--- src/core/stt_pkg.sv ---
`default_nettype none
package stt_pkg;
	// ---------------------------------------------------------------
	// register offsets (byte addresses)
	// ---------------------------------------------------------------
	localparam logic [7:0] STT_OFS_COMMAND    = 8'h00;
	localparam logic [7:0] STT_OFS_PIT_MODE   = 8'h04;
	localparam logic [7:0] STT_OFS_WDG_MODE   = 8'h08;
	localparam logic [7:0] STT_OFS_RTT_MODE   = 8'h0C;
	localparam logic [7:0] STT_OFS_STATUS     = 8'h10;
	localparam logic [7:0] STT_OFS_IRQ_SET    = 8'h14;
	localparam logic [7:0] STT_OFS_IRQ_CLEAR  = 8'h18;
	localparam logic [7:0] STT_OFS_IRQ_MASK   = 8'h1C;
	localparam logic [7:0] STT_OFS_ALARM      = 8'h20;
	localparam logic [7:0] STT_OFS_SECONDS    = 8'h24;

	// ---------------------------------------------------------------
	// field positions
	// ---------------------------------------------------------------
	localparam int STT_BIT_WDG_RESTART = 0;
	localparam int STT_BIT_RESET_EN    = 16;
	localparam int STT_BIT_PIN_EN      = 17;
	localparam int STT_BIT_PERIODIC    = 0;
	localparam int STT_BIT_OVERFLOW    = 1;
	localparam int STT_BIT_INCREMENT   = 2;
	localparam int STT_BIT_ALARM       = 3;

	// ---------------------------------------------------------------
	// reset values and counts
	// ---------------------------------------------------------------
	localparam logic [15:0] STT_RST_PERIODIC  = 16'h0000;
	localparam logic [15:0] STT_RST_WATCHDOG  = 16'h0000;
	localparam logic [15:0] STT_RST_PRESCALE  = 16'h8000;
	localparam logic [19:0] STT_RST_ALARM     = 20'h0_0000;
	localparam logic [6:0]  STT_WDG_DIV_LAST  = 7'h7F;
	localparam logic [3:0]  STT_PIN_PULSE_LEN = 4'h8;

	// ---------------------------------------------------------------
	// carriers
	// ---------------------------------------------------------------
	typedef struct packed {
		logic        pin_en;
		logic        reset_en;
		logic [15:0] reload;
	} stt_wdg_mode_t;

	typedef struct packed {
		logic alarm;
		logic increment;
		logic overflow;
		logic periodic;
	} stt_events_t;
endpackage
`default_nettype wire

--- src/core/stt_system_timer.sv ---
`default_nettype none
// What this block does
// - 16-bit periodic down counter on slow clock
// - periodic zero sets flag, reloads, restarts
// - periodic mode write reloads counter immediately
// - periodic value zero means 65536 ticks
// - watchdog 16-bit counter, slow clock over 128
// - restart command reloads watchdog and divider
// - watchdog mode write only stores settings
// - watchdog value zero means 65536 times 128
// - watchdog overflow sets flag, reloads, restarts
// - pin enable drives overflow pin low 8 ticks
// - reset enable gives internal reset on overflow
// - debug mode stops the watchdog divider output
// - 20-bit seconds counter via programmable prescaler
// - prescaler resets to 0x8000
// - prescaler zero means 65536 ticks
// - prescale write reloads divider, clears seconds
// - alarm flag set when seconds match alarm
// - alarm resets to zero, the longest delay
// - increment flag set on every seconds advance
// - flags stay until status read clears them
// - enable register sets mask bits on ones
// - disable register clears mask; irq on unmasked flag
module stt_system_timer
	import stt_pkg::*;
(
	input  wire logic        i_clk,
	input  wire logic        i_reset_n,
	input  wire logic        i_slow_clock,
	input  wire logic        i_debug_mode,
	input  wire logic [7:0]  i_addr,
	input  wire logic [31:0] i_wdata,
	input  wire logic        i_wr,
	input  wire logic        i_rd,
	output logic      [31:0] o_rdata,
	output logic             o_irq,
	output logic             o_overflow_out_n,
	output logic             o_wdg_reset
);
	// ---------------------------------------------------------------
	// functions
	// ---------------------------------------------------------------
	function automatic logic [15:0] dec16(input logic [15:0] v);
		dec16 = v - 16'h0001;
	endfunction

	function automatic logic hit(input logic [7:0] ofs);
		hit = (i_addr == ofs);
	endfunction

	// ---------------------------------------------------------------
	// declarations
	// ---------------------------------------------------------------
	logic [2:0]    slow_sync_q;
	logic          tick;
	logic [15:0]   pit_reload_q;
	logic [15:0]   pit_cnt_q;
	logic          pit_event;
	stt_wdg_mode_t wdg_mode_q;
	logic [6:0]    wdg_div_q;
	logic          wdg_tick;
	logic [15:0]   wdg_cnt_q;
	logic          wdg_event;
	logic          restart;
	logic [3:0]    pin_cnt_q;
	logic [15:0]   rtt_pres_q;
	logic [15:0]   rtt_div_q;
	logic          rtt_event;
	logic [19:0]   seconds_q;
	logic [19:0]   seconds_next;
	logic [19:0]   alarm_q;
	stt_events_t   status_q;
	stt_events_t   events;
	stt_events_t   mask_q;
	logic          status_read;

	// ---------------------------------------------------------------
	// slow clock synchroniser
	// ---------------------------------------------------------------
	always_ff @(posedge i_clk) begin
		if (!i_reset_n) begin
			slow_sync_q <= 3'b000;
		end else begin
			slow_sync_q <= {slow_sync_q[1:0], i_slow_clock};
		end
	end

	assign tick = slow_sync_q[1] & ~slow_sync_q[2];

	// ---------------------------------------------------------------
	// periodic timer
	// ---------------------------------------------------------------
	assign pit_event = tick && (dec16(pit_cnt_q) == 16'h0000);

	always_ff @(posedge i_clk) begin
		if (!i_reset_n) begin
			pit_reload_q <= STT_RST_PERIODIC;
			pit_cnt_q    <= STT_RST_PERIODIC;
		end else if (i_wr && hit(STT_OFS_PIT_MODE)) begin
			pit_reload_q <= i_wdata[15:0];
			pit_cnt_q    <= i_wdata[15:0];
		end else if (pit_event) begin
			pit_cnt_q <= pit_reload_q;
		end else if (tick) begin
			pit_cnt_q <= dec16(pit_cnt_q);
		end
	end

	// ---------------------------------------------------------------
	// watchdog
	// ---------------------------------------------------------------
	assign restart   = i_wr && hit(STT_OFS_COMMAND) && i_wdata[STT_BIT_WDG_RESTART];
	assign wdg_tick  = tick && (wdg_div_q == STT_WDG_DIV_LAST) && !i_debug_mode;
	assign wdg_event = wdg_tick && (dec16(wdg_cnt_q) == 16'h0000);

	always_ff @(posedge i_clk) begin
		if (!i_reset_n) begin
			wdg_mode_q <= '{pin_en: 1'b0, reset_en: 1'b0, reload: STT_RST_WATCHDOG};
		end else if (i_wr && hit(STT_OFS_WDG_MODE)) begin
			wdg_mode_q <= {i_wdata[STT_BIT_PIN_EN], i_wdata[STT_BIT_RESET_EN], i_wdata[15:0]};
		end
	end

	always_ff @(posedge i_clk) begin
		if (!i_reset_n) begin
			wdg_div_q <= 7'h00;
		end else if (restart) begin
			wdg_div_q <= 7'h00;
		end else if (tick && !(i_debug_mode && wdg_div_q == STT_WDG_DIV_LAST)) begin
			wdg_div_q <= wdg_div_q + 7'h01;
		end
	end

	always_ff @(posedge i_clk) begin
		if (!i_reset_n) begin
			wdg_cnt_q <= STT_RST_WATCHDOG;
		end else if (restart) begin
			wdg_cnt_q <= wdg_mode_q.reload;
		end else if (wdg_event) begin
			wdg_cnt_q <= wdg_mode_q.reload;
		end else if (wdg_tick) begin
			wdg_cnt_q <= dec16(wdg_cnt_q);
		end
	end

	always_ff @(posedge i_clk) begin
		if (!i_reset_n) begin
			pin_cnt_q <= 4'h0;
		end else if (wdg_event && wdg_mode_q.pin_en) begin
			pin_cnt_q <= STT_PIN_PULSE_LEN;
		end else if (tick && pin_cnt_q != 4'h0) begin
			pin_cnt_q <= pin_cnt_q - 4'h1;
		end
	end

	always_ff @(posedge i_clk) begin
		if (!i_reset_n) begin
			o_overflow_out_n <= 1'b1;
			o_wdg_reset      <= 1'b0;
		end else begin
			o_overflow_out_n <= (pin_cnt_q == 4'h0);
			o_wdg_reset      <= wdg_event && wdg_mode_q.reset_en;
		end
	end

	// ---------------------------------------------------------------
	// seconds timer
	// ---------------------------------------------------------------
	assign rtt_event    = tick && (dec16(rtt_div_q) == 16'h0000);
	assign seconds_next = seconds_q + 20'h0_0001;

	always_ff @(posedge i_clk) begin
		if (!i_reset_n) begin
			rtt_pres_q <= STT_RST_PRESCALE;
			rtt_div_q  <= STT_RST_PRESCALE;
			seconds_q  <= 20'h0_0000;
		end else if (i_wr && hit(STT_OFS_RTT_MODE)) begin
			rtt_pres_q <= i_wdata[15:0];
			rtt_div_q  <= i_wdata[15:0];
			seconds_q  <= 20'h0_0000;
		end else if (rtt_event) begin
			rtt_div_q <= rtt_pres_q;
			seconds_q <= seconds_next;
		end else if (tick) begin
			rtt_div_q <= dec16(rtt_div_q);
		end
	end

	always_ff @(posedge i_clk) begin
		if (!i_reset_n) begin
			alarm_q <= STT_RST_ALARM;
		end else if (i_wr && hit(STT_OFS_ALARM)) begin
			alarm_q <= i_wdata[19:0];
		end
	end

	// ---------------------------------------------------------------
	// status and mask
	// ---------------------------------------------------------------
	assign status_read = i_rd && hit(STT_OFS_STATUS);

	always_comb begin
		events.periodic  = pit_event;
		events.overflow  = wdg_event;
		events.increment = rtt_event;
		events.alarm     = rtt_event && (seconds_next == alarm_q);
	end

	always_ff @(posedge i_clk) begin
		if (!i_reset_n) begin
			status_q <= '0;
		end else if (status_read) begin
			status_q <= events;
		end else begin
			status_q <= status_q | events;
		end
	end

	always_ff @(posedge i_clk) begin
		if (!i_reset_n) begin
			mask_q <= '0;
		end else if (i_wr && hit(STT_OFS_IRQ_SET)) begin
			mask_q <= mask_q | i_wdata[3:0];
		end else if (i_wr && hit(STT_OFS_IRQ_CLEAR)) begin
			mask_q <= mask_q & ~i_wdata[3:0];
		end
	end

	always_ff @(posedge i_clk) begin
		if (!i_reset_n) begin
			o_irq <= 1'b0;
		end else begin
			o_irq <= |(status_q & mask_q);
		end
	end

	// ---------------------------------------------------------------
	// read data
	// ---------------------------------------------------------------
	always_ff @(posedge i_clk) begin
		if (!i_reset_n) begin
			o_rdata <= 32'h0000_0000;
		end else if (i_rd) begin
			unique case (i_addr)
				STT_OFS_PIT_MODE:  o_rdata <= {16'h0000, pit_reload_q};
				STT_OFS_WDG_MODE:  o_rdata <= {14'h0000, wdg_mode_q};
				STT_OFS_RTT_MODE:  o_rdata <= {16'h0000, rtt_pres_q};
				STT_OFS_STATUS:    o_rdata <= {28'h000_0000, status_q};
				STT_OFS_IRQ_MASK:  o_rdata <= {28'h000_0000, mask_q};
				STT_OFS_ALARM:     o_rdata <= {12'h000, alarm_q};
				STT_OFS_SECONDS:   o_rdata <= {12'h000, seconds_q};
				default:           o_rdata <= 32'h0000_0000;
			endcase
		end else begin
			o_rdata <= 32'h0000_0000;
		end
	end
endmodule
`default_nettype wire

--- config.mk ---
export PLATFORM = sky130hd
export DESIGN_NAME = stt_system_timer
export DESIGN_NICKNAME = d
export VERILOG_FILES = /design/src/core/stt_pkg.sv /design/src/core/stt_system_timer.sv
export SDC_FILE = /design/constraint.sdc
export NUM_CORES = 1
export LEC_CHECK = 0
export BUFFER_PORTS_ARGS = -buffer_cell sky130_fd_sc_hd__buf_4
export CORE_MARGIN = 8
export CORE_UTILIZATION = 30
export CTS_CLUSTER_DIAMETER = 150
export CTS_CLUSTER_SIZE = 30
export DETAILED_ROUTE_END_ITERATION = 12
export SLEW_MARGIN = 10
export SYNTH_ARGS = -nofsm -noshare
export SYNTH_HDL_FRONTEND = slang
export SYNTH_SLANG_ARGS = --single-unit
--- constraint.sdc ---
create_clock -name i_clk -period 3.4 [get_ports i_clk]
set_input_delay 0.51 -clock i_clk [delete_from_list [all_inputs] [get_ports i_clk]]
set_output_delay 0.51 -clock i_clk [all_outputs]
set_load 0.01 [all_outputs]
# --- Word-level counts from Yosys, hierarchy flattened ---
# Cells that the tools add are included.
# W data, S select, Z words.
totals:
  reg_bits: 195
  out_inout_bits: 35
classes:
  add_sub_neg: 6
  n_eq_ne: 11
  n_mux: 15
  n_bitwise: 8
  n_reduce_logical: 38
ops:
  columns: ["operator", "n"]
  rows:
  - ["$mux W16", 9]
  - ["$pmux W20 S7", 1]
  - ["$logic_not A16 Y1", 3]
  - ["$sub A16 B1 Y16 const B", 3]
  - ["$eq A8 B5 Y1 const B", 4]
  - ["$add A20 B1 Y20 const B", 1]
  - ["$eq A20 B20 Y1", 1]
  - ["$logic_and A1 B1 Y1", 20]
  - ["$mux W4", 5]
  - ["$eq A8 B4 Y1 const B", 2]
  - ["$eq A8 B6 Y1 const B", 2]
  - ["$reduce_bool A3 Y1", 3]
  - ["$and A4 B4 Y4", 2]
  - ["$eq A8 B3 Y1 const B", 1]
  - ["$logic_not A8 Y1", 1]
  - ["$or A4 B4 Y4", 2]
  - ["$add A7 B1 Y7 const B", 1]
  - ["$eq A7 B7 Y1 const B", 1]
  - ["$reduce_or A2 Y1", 3]
  - ["$logic_not A4 Y1", 1]
  - ["$not A4 Y4", 1]
  - ["$reduce_bool A2 Y1", 2]
  - ["$reduce_bool A4 Y1", 1]
  - ["$reduce_or A4 Y1", 1]
  - ["5 further kinds", 7]

# --- Logic depth before layout (Yosys ltp) ---
# Gate-level depths: netlist of the first run.
logic_depth:
  depth_word: 7
  mapped_depth: 12
  mapped_depth_nobuf: 9

# --- Worst setup path after synthesis of the first run ---
# No wires, ideal clock.
synth_path:
  kind: "reg-to-reg"
  from: "register wdg_cnt_q[0]"
  to: "register pin_cnt_q[0]"
  arrival_time_ns: 2.676
  required_ns: 3.284
  path_slack_ns: 0.608
  path_stages_with_launch: 12
  n_path_buf: 2
  synth_period_minus_slack_ns: 2.792
  path_cell_list: "dfxtp_1 -> inv_1 -> ha_1 -> clkbuf_1 -> or4b_2 -> clkbuf_1 -> xnor2_1 -> o31ai_1 -> nand3_1 -> nor3b_4 -> nand2_1 -> and3_1"
synth_between:
  elab_chain_cells: 5
synth_lines:
  columns: ["item", "line_no", "source"]
  rows:
  - ["from (decl)", "stt_system_timer.sv:63", "logic [15:0] wdg_cnt_q;"]
  - ["from (signal assigned)", "stt_system_timer.sv:139", "wdg_cnt_q <= wdg_mode_q.reload;"]
  - ["from (signal assigned)", "stt_system_timer.sv:141", "wdg_cnt_q <= wdg_mode_q.reload;"]
  - ["from (signal assigned)", "stt_system_timer.sv:143", "wdg_cnt_q <= dec16(wdg_cnt_q);"]
  - ["$sub A16 B1 Y16", "stt_system_timer.sv:45", "dec16 = v - 16'h0001;"]
  - ["$logic_not A16 Y1", "stt_system_timer.sv:115", "assign wdg_event = wdg_tick && (dec16(wdg_cnt_q) == 16'h0000);"]
  - ["$logic_and A1 B1 Y1", "stt_system_timer.sv:115", null]
  - ["$logic_and A1 B1 Y1", "stt_system_timer.sv:150", "end else if (wdg_event && wdg_mode_q.pin_en) begin"]
  - ["$reduce_or A2 Y1 (no source line)", null, null]
  - ["to (signal assigned)", "stt_system_timer.sv:153", "pin_cnt_q <= pin_cnt_q - 4'h1;"]
  - ["to (decl)", "stt_system_timer.sv:66", "logic [3:0] pin_cnt_q;"]
# Every way passes these cells.
# A chain may end at the register's enable or synchronous reset.

# --- Worst setup path after layout of the first run ---
layout_path:
  from: "register wdg_cnt_q[0]"
  to: "register pin_cnt_q[1]"
# The elaborated chain is that of the path after synthesis.

==> results of run 1 <==
## layout by cell type, fill, tap and decap left out, drive strengths merged, types with 4 or more instances in the layout
| master | instances |
|---|---|
| and4 | 4 |
| dfxtp | 183 |
| o22ai | 4 |
| ha | 9 |
| and2 | 12 |
| nor3 | 40 |
| conb | 12 |
| nor4 | 26 |
| a22oi | 32 |
| a211oi | 19 |
| or4b | 7 |
| and3 | 13 |
| o21a | 4 |
| o21ai | 57 |
| nor3b | 4 |
| a222oi | 18 |
| xor2 | 35 |
| xnor2 | 40 |
| nor2b | 5 |
| nand2b | 7 |
| nor4b | 5 |
| nand4 | 22 |
| clkbuf | 17 |
| nor2 | 103 |
| o31ai | 5 |
| mux2i | 4 |
| or3 | 23 |
| nand3 | 35 |
| nand4b | 5 |
| buf | 92 |
| a31oi | 23 |
| a21oi | 129 |
| clkinv | 4 |
| o211ai | 13 |
| or4 | 7 |
| nand2 | 214 |
| or2 | 4 |
| inv | 24 |
## cell families (layout without fill, tap and decap cells)
kind of cell               Yosys count  count (layout)  share of synthesized area, %
and+or+nand+nor                    545             545                          27.4
AOI/OAI and AO/OA                  327             327                          21.2
DFF                                183             183                          37.5
buffers and inverters              120             139                          5.46
xor gates and xnor gates            75              75                          6.72
adders and majority gates            9               9                          1.15
muxes                                5               5                         0.525
other                                1              12                        0.0384
## power by group
| part | switching (mW) | total (mW) | internal (mW) |
|---|---|---|---|
| combinational | 0.294 | 0.468 | 0.173 |
| sequential | 0.0354 | 2.20 | 2.17 |
| clock | 0.994 | 1.97 | 0.981 |
## registers in the layout, indices dropped and copies added (netlist names), 4 cells and up, named ones only
| register | count |
|---|---|
| seconds_q | 20 |
| o_rdata | 20 |
| pit_cnt_q | 16 |
| rtt_pres_q | 16 |
| status_q | 4 |
| wdg_mode_q | 18 |
| rtt_div_q | 16 |
| wdg_div_q | 7 |
| pin_cnt_q | 4 |
| wdg_cnt_q | 16 |
| pit_reload_q | 16 |
| alarm_q | 20 |
## final timing paths
kind | start | end | slack [ns] | cells after the start
max | wdg_cnt_q[0] | pin_cnt_q[1] | 0.32 | 9
min | i_slow_clock | slow_sync_q[0] | 0.27 | 2
max reg2reg | wdg_cnt_q[0] | pin_cnt_q[1] | 0.32 | 9
min reg2reg | slow_sync_q[0] | slow_sync_q[1] | 0.43 | 1
## per-stage QoR
step           hold slack (ns)  utilization (%)  std cells
5_1_grt                  0.270             34.6       1737
3_3_place_gp             0.413             32.9       1705
4_1_cts                  0.264             34.6       1737
6_report                 0.272             34.6       1737
3_5_place_dp             0.421             32.9       1705
2_1_floorplan            0.412                -       1276
## layer usage
layer  up-vias  global-route usage (%)  part of all wire, %
li1       4548                       -                    -
met1      4582                    23.2                   47
met2       360                    24.7                   44
met3        44                    2.88                  7.3
met4         0                    6.34                  2.5
met5         -                       0                    0
## final cells by class
cell class                      count  area share, %
Inverter                           15          0.514
Sequential cell                   183           32.7
Multi-Input combinational cell    973           50.3
Tap cell                          442           4.94
Timing Repair Buffer               92           6.40
Clock inverter                     15           1.33
Clock buffer                       17           3.80
## cell usage after synthesis (all sizes together) (4+ instances only)
cell type	instances
and2	12
o211ai	13
or4	7
nand2	214
o21a	4
nor3b	4
a31oi	23
xor2	35
nor3	40
or2	4
a211oi	19
a222oi	18
nor4	26
a22oi	32
a21oi	129
nand4	22
and4	4
and3	13
nor4b	5
nand2b	7
nor2	103
o21ai	57
or3	23
inv	15
nor2b	5
nand4b	5
xnor2	40
or4b	7
nand3	35
dfxtp	183
o31ai	5
buf	34
ha	9
mux2i	4
clkbuf	71
o22ai	4
==> reports/metrics.yaml, run 1 <==
status:
  status: "completed"
final_layout:
  drive_gt1_share_pct: 11.8
  multi_input_area_sq_um: 5620
  nets: 1337
  num_antenna_cells: 0
  areaGrowthSynthToFinish_pct: 14.5
  fill_cells: 3399
  ff_latch_area_sq_um: 3660
  fin_area_sq_um: 11200
clocking:
  clkSlewWorstSetupHoldPaths_ns: 0.08
  cts_root_buf: "clkbuf_16"
  cts_resized: 0
  cts_max_path_buffers: 2
  cts.sinks: 183
  clock_latency_ns: 0.45
  cts_made_buffers: 17
  h-tree-depth: 4
  cts_tree: "done"
  postCtsSetupBuffers: 0
  postCtsHoldBufs: 0
timing:
  worst-slew-pin-transition_ns: 0.749
  skew_ns: 0.00970
  fin_ws_ns: 0.319
  rsz0062_at_grt: "false"
  hold_viol_final: 0
  setup_tns_ns: 0
  setup_viol: 0
  min_period_ns: 3.08
  max_clock_freq_mhz: 325
  post-route-period-util_pct: 90.6
  slew-limit-headroom_pct: 50.1
  drv_slew: 0
global_routing:
  grtUsageTotal_pct: 16.5
  grt_max_degree: 43
  grt_antenna_before_repair: 0
  grt_pass1_vias: 8797
  overflow: 0
  grt_pass1_wl_um: 50700
yosys:
  synth_cell_types: 75
  syn_avg_cell_area_sq_um: 7.72
  synthArstFlopShare_pct: 0
  synth.yosys.warnings: 0
  yosys.area.top_type_share_pct: 37.5
  synth_edf_count: 0
  yosys.area.top_type: "dfxtp_1"
  synthTopCellsByArea: "dfxtp_1 (37%), nand2_1 (8.2%), a21oi_1 (6.5%), nor2_1 (3.9%), xnor2_1 (3.6%)"
  syn_area_sq_um: 9770
  syn-instance-count: 1265
  synth-seq-cells: 183
  ys.flop_type: "dfxtp_1"
  yosysSeqAreaShare_pct: 37.5
floorplan:
  dieArea_sq_um: 38600
  die_w_um: 196
  core_area_sq_um: 32300
  die_h_um: 196
  initial_core_util_pct: 30.3
  rows: 66
  ios: 81
routing:
  avgViaCountPerCell: 5.49
  wl_um: 32700
  wl_per_cell_um: 18.8
  route.vias.total: 9534
  drt-pass1-iter-count: 9
  drtIter0Drc: 1041
  drc_errors: 0
  ant_nets: 0
setup_path:
  path_max_fanout: 9
  startpoint_type: "register"
  cp.required_ns: 3.75
  crit_buf_inv: 1
  crit_family: "simple AND/OR/NAND/NOR gates"
  cp.arrival_ns: 3.43
  crit_chain: "inv_1 -> ha_1 -> or4b_2 -> xnor2_1 -> o31ai_1 -> nand3_1 -> nor3b_4 -> nand2_1 -> and3_1"
  critical_path_class: "register to register"
  slowest_stage: "or4b_2"
  cp-end-kind: "register"
  slowest_delay_ns: 0.71
placement:
  placed_area_sq_um: 10600
  pre_cts_ws_ns: 0.357
  gp_congestion: 0.860
  numPortBuffers: 56
  dp_hpwl_um: 23500
flow_run:
  cap_violations: 0
power:
  power_density_nw_per_um2: 415
  peakVddDrop_mv: 0.363
  power.total_mw: 4.64
  leakage_nw: 3.86
min_path:
  hp-class: "input pin to register"
(Power assumes the default switching activity.)
==> inputs of run 2 (changes only) <==
--- a/config.mk
+++ b/config.mk
@@ -5,6 +5,7 @@
 export SDC_FILE = /design/constraint.sdc
 export NUM_CORES = 1
 export LEC_CHECK = 0
+export ABC_AREA = 1
 export BUFFER_PORTS_ARGS = -buffer_cell sky130_fd_sc_hd__buf_4
 export CORE_MARGIN = 8
 export CORE_UTILIZATION = 30
==> run 2 against run 1 <==
Net effect: global-route usage fell by 0.12 points; die area up 4.9%; final area increased by 5.3%; combinational power grew 30%; sequential share of layout area is 1.7 points lower; flip-flop and latch count unchanged; sequential power hardly changed; worst setup slack gained 0.49 ns; critical path type unchanged; critical endpoint is now rtt_div_q[14]; largest cell class unchanged; largest power group unchanged.
==> reports/metrics.yaml, run 2 <==
final_layout:
  drive_gt1_share_pct: 9.88  # -1.9 points
  fin_area_sq_um: 11800  # +5.3%
  final_core_util_pct: 34.4  # -0.20 points
  areaGrowthSynthToFinish_pct: 14.4  # about the same
  layout_common_cells: "nand2_1 (391), inv_1 (234), dfxtp_1 (183)"
  fill_cells: 3759  # +11%
  nets: 1681  # +26%
  reg.largest.list: "alarm_q: 20 flops, o_rdata: 20 flops, seconds_q: 20 flops"
  num_antenna_cells: 0  # unchanged
  stdcell_count: 2094  # +21%
  layout_commonest_cell: "nand2_1"
setup_path:
  slowest_stage: "dfxtp_1"
  crit_family: "simple AND/OR/NAND/NOR gates"
  regToRegSetupSlack_ns: 0.81  # +0.49 ns
  startpoint_type: "register"
  reg2regPathDepth: 14  # +5
  cp.arrival_ns: 2.96  # -0.47 ns
  crit_path_frequent_cell: "nand2_1"
  crit_buf_inv: 2  # +1
  slowest_delay_ns: 0.41  # -0.30 ns
  cp-end-kind: "register"
  crit_chain: "inv_1 -> ha_1 -> xnor2_1 -> nand2_1 -> nor2_1 -> nand2_1 -> nor2_1 -> nand2_1 -> nor2_4 -> nand2_4 -> buf_4 -> nand3_1 -> nand3_1 -> a21oi_1"
  path_max_fanout: 39  # +30
  cp.required_ns: 3.77  # +0.02 ns
  r2r-end: "rtt_div_q[14]"
  critical_path_class: "register to register"
  crit_cells: 14  # +5
  worstSetupStartpoint: "rtt_div_q[0]"
  r2r_start: "rtt_div_q[0]"
  cp-endpoint: "rtt_div_q[14]"
yosys:
  synth_cell_types: 46  # -39%
  synthTopCellsByArea: "dfxtp_1 (36%), nand2_1 (14%), inv_1 (8.5%), a21oi_1 (7.5%), nand3_1 (5.5%)"
  syn_area_sq_um: 10300  # +5.4%
  synth.most_common_cell: "nand2_1"
  synth_edf_count: 0  # unchanged
  synth.yosys.warnings: 0  # unchanged
  syn-instance-count: 1581  # +25%
  synth.top_cells.by_count: "nand2_1 (391), inv_1 (234), dfxtp_1 (183), a21oi_1 (154), nor2_1 (137)"
  ys.flop_type: "dfxtp_1"
  syn_avg_cell_area_sq_um: 6.51  # -16%
  yosys.area.top_type: "dfxtp_1"
  synthArstFlopShare_pct: 0  # unchanged
  yosys.area.top_type_share_pct: 35.6  # -1.9 points
  yosysSeqAreaShare_pct: 35.6  # -1.9 points
  synth-seq-cells: 183  # unchanged
timing:
  min_period_ns: 2.59  # -0.489 ns
  setup_tns_ns: 0  # unchanged
  slew-limit-headroom_pct: 24.5  # -26 points
  post-route-period-util_pct: 76.2  # -14 points
  whs_ns: 0.253  # -0.0190 ns
  rsz0062_at_grt: "false"
  max_clock_freq_mhz: 386  # +19%
  fin_ws_ns: 0.808  # +0.489 ns
  hold_viol_final: 0  # unchanged
  drv_slew: 0  # unchanged
  skew_ns: 0.0149  # +0.00517 ns
  setup_viol: 0  # unchanged
  worst-slew-pin-transition_ns: 1.13  # +0.380 ns
routing:
  wl_per_cell_um: 16.2  # -14%
  drc_errors: 0  # unchanged
  wl_um: 33900  # +3.8%
  ant_nets: 0  # unchanged
  route.vias.total: 10300  # +8.4%
  avgViaCountPerCell: 4.94  # -10%
  drt-pass1-iter-count: 6  # -3
  drtIter0Drc: 900  # -14%
floorplan:
  dieArea_sq_um: 40500  # +4.9%
  die_w_um: 201  # +2.4%
  core_area_sq_um: 34200  # +5.9%
  ios: 81  # unchanged
  initial_core_util_pct: 30.1  # -0.16 points
  die_h_um: 201  # +2.4%
  rows: 68  # +3.0%
placement:
  placed_area_sq_um: 11200  # +5.2%
  placed_cells: 2062  # +21%
  gp_congestion: 0.896  # +4.1%
  numPortBuffers: 56  # unchanged
  dp_hpwl_um: 25400  # +7.8%
  pre_cts_ws_ns: 0.542  # +0.185 ns
clocking:
  cts_resized: 0  # unchanged
  cts_root_buf: "clkbuf_16"
  h-tree-depth: 4  # unchanged
  clkSlewWorstSetupHoldPaths_ns: 0.08  # about the same
  postCtsHoldBufs: 0  # unchanged
  clock_latency_ns: 0.45  # about the same
  cts_tree: "done"
  cts_made_buffers: 17  # unchanged
  cts.sinks: 183  # unchanged
  cts_max_path_buffers: 2  # unchanged
  postCtsSetupBuffers: 0  # unchanged
global_routing:
  grt_util_met2_pct: 26.0  # +1.3 points
  overflow: 0  # unchanged
  grt_max_degree: 52  # +21%
  grtUsageTotal_pct: 16.4  # -0.12 points
  grt_pass1_wl_um: 53200  # +5.0%
  grt_busiest_layer: "met2"
  grtUsageMet3_pct: 2.88  # -0.0037 points
  grt_antenna_before_repair: 0  # unchanged
  grt_pass1_vias: 9546  # +8.5%
  grtUsageMet1_pct: 21.8  # -1.5 points
power:
  p_sw_share_pct: 29.8  # +1.3 points
  p_clk_share_pct: 42.6  # about the same
  p_comb_share_pct: 12.5  # +2.4 points
  p_int_mw: 3.43  # +3.3%
  switching_power_mw: 1.45  # +9.7%
  power.total_mw: 4.88  # +5.1%
  leakage_nw: 4.85  # +25%
  power_density_nw_per_um2: 414  # -0.18%
  seqPwrFrac_pct: 44.9  # -2.5 points
  peakVddDrop_mv: 0.298  # -18%
min_path:
  hp-class: "input pin to register"
  hold_depth: 3  # +1
flow_run:
  cap_violations: 0  # unchanged
status:
  status: "completed"
-- run 2: changes by cell type in the layout (fill, tap and decap cells not counted), moves of 31 or more --
cell / delta
a22oi_1: -32
inv_1: +220
nand2_1: +177
nand3_1: +80
nor2_1: +33
o21ai_0: +50
o22ai_1: +31
xnor2_1: -36
-- run 2: cell type report --
type	count	area [sq um]	area share, %
clock buffer	17	425	3.61
clock inverter	15	186	1.58
inverter	242	913	7.75
multi-input combinational	1102	5400	45.8
sequential	183	3660	31.1
tap	455	569	4.83
timing repair buffer	80	626	5.31
-- run 2: how the worst min path moves through the flow --
| stage | end | slack (ns) | from |
|---|---|---|---|
| 6_report | slow_sync_q[0] | 0.25 | i_slow_clock |
| 5_1_grt | slow_sync_q[0] | 0.27 | i_slow_clock |
| 4_1_cts | slow_sync_q[0] | 0.24 | i_slow_clock |
| 3_5_place_dp | slow_sync_q[1] | 0.40 | slow_sync_q[0] |
| 3_3_place_gp | slow_sync_q[1] | 0.40 | slow_sync_q[0] |
| 2_1_floorplan | slow_sync_q[1] | 0.39 | slow_sync_q[0] |
-- run 2: cells by family after synthesis --
group	after synthesis	share of synthesized area, %
and+or+nand+nor	725	31.0
AOI/OAI and AO/OA	326	17.0
buffers and inverters	307	12.4
DFF	183	35.6
xor gates and xnor gates	30	2.82
adders and majority gates	9	1.09
other	1	0.0364
-- run 2: routing by layer --
layer,vias to the layer above,part of all wire (%)
met5,-,0
met4,0,3.1
met3,60,7.0
met2,368,46
met1,4751,44
li1,5160,-
-- run 2: power by group through the flow --
stage / combinational [mW] / sequential, mW / clock, mW
after floorplan: 0.444 / 2.23 / 0
after CTS: 0.607 / 2.19 / 2.12
after detailed placement: 0.602 / 2.24 / 0
after global routing: 0.689 / 2.20 / 2.20
final: 0.610 / 2.19 / 2.08
after global placement: 0.600 / 2.24 / 0
-- run 2: worst min-delay path: cells and delay by family --
family	cells	cell delay (ns)
buf+inv	2	0.13
simple gates	1	0.04
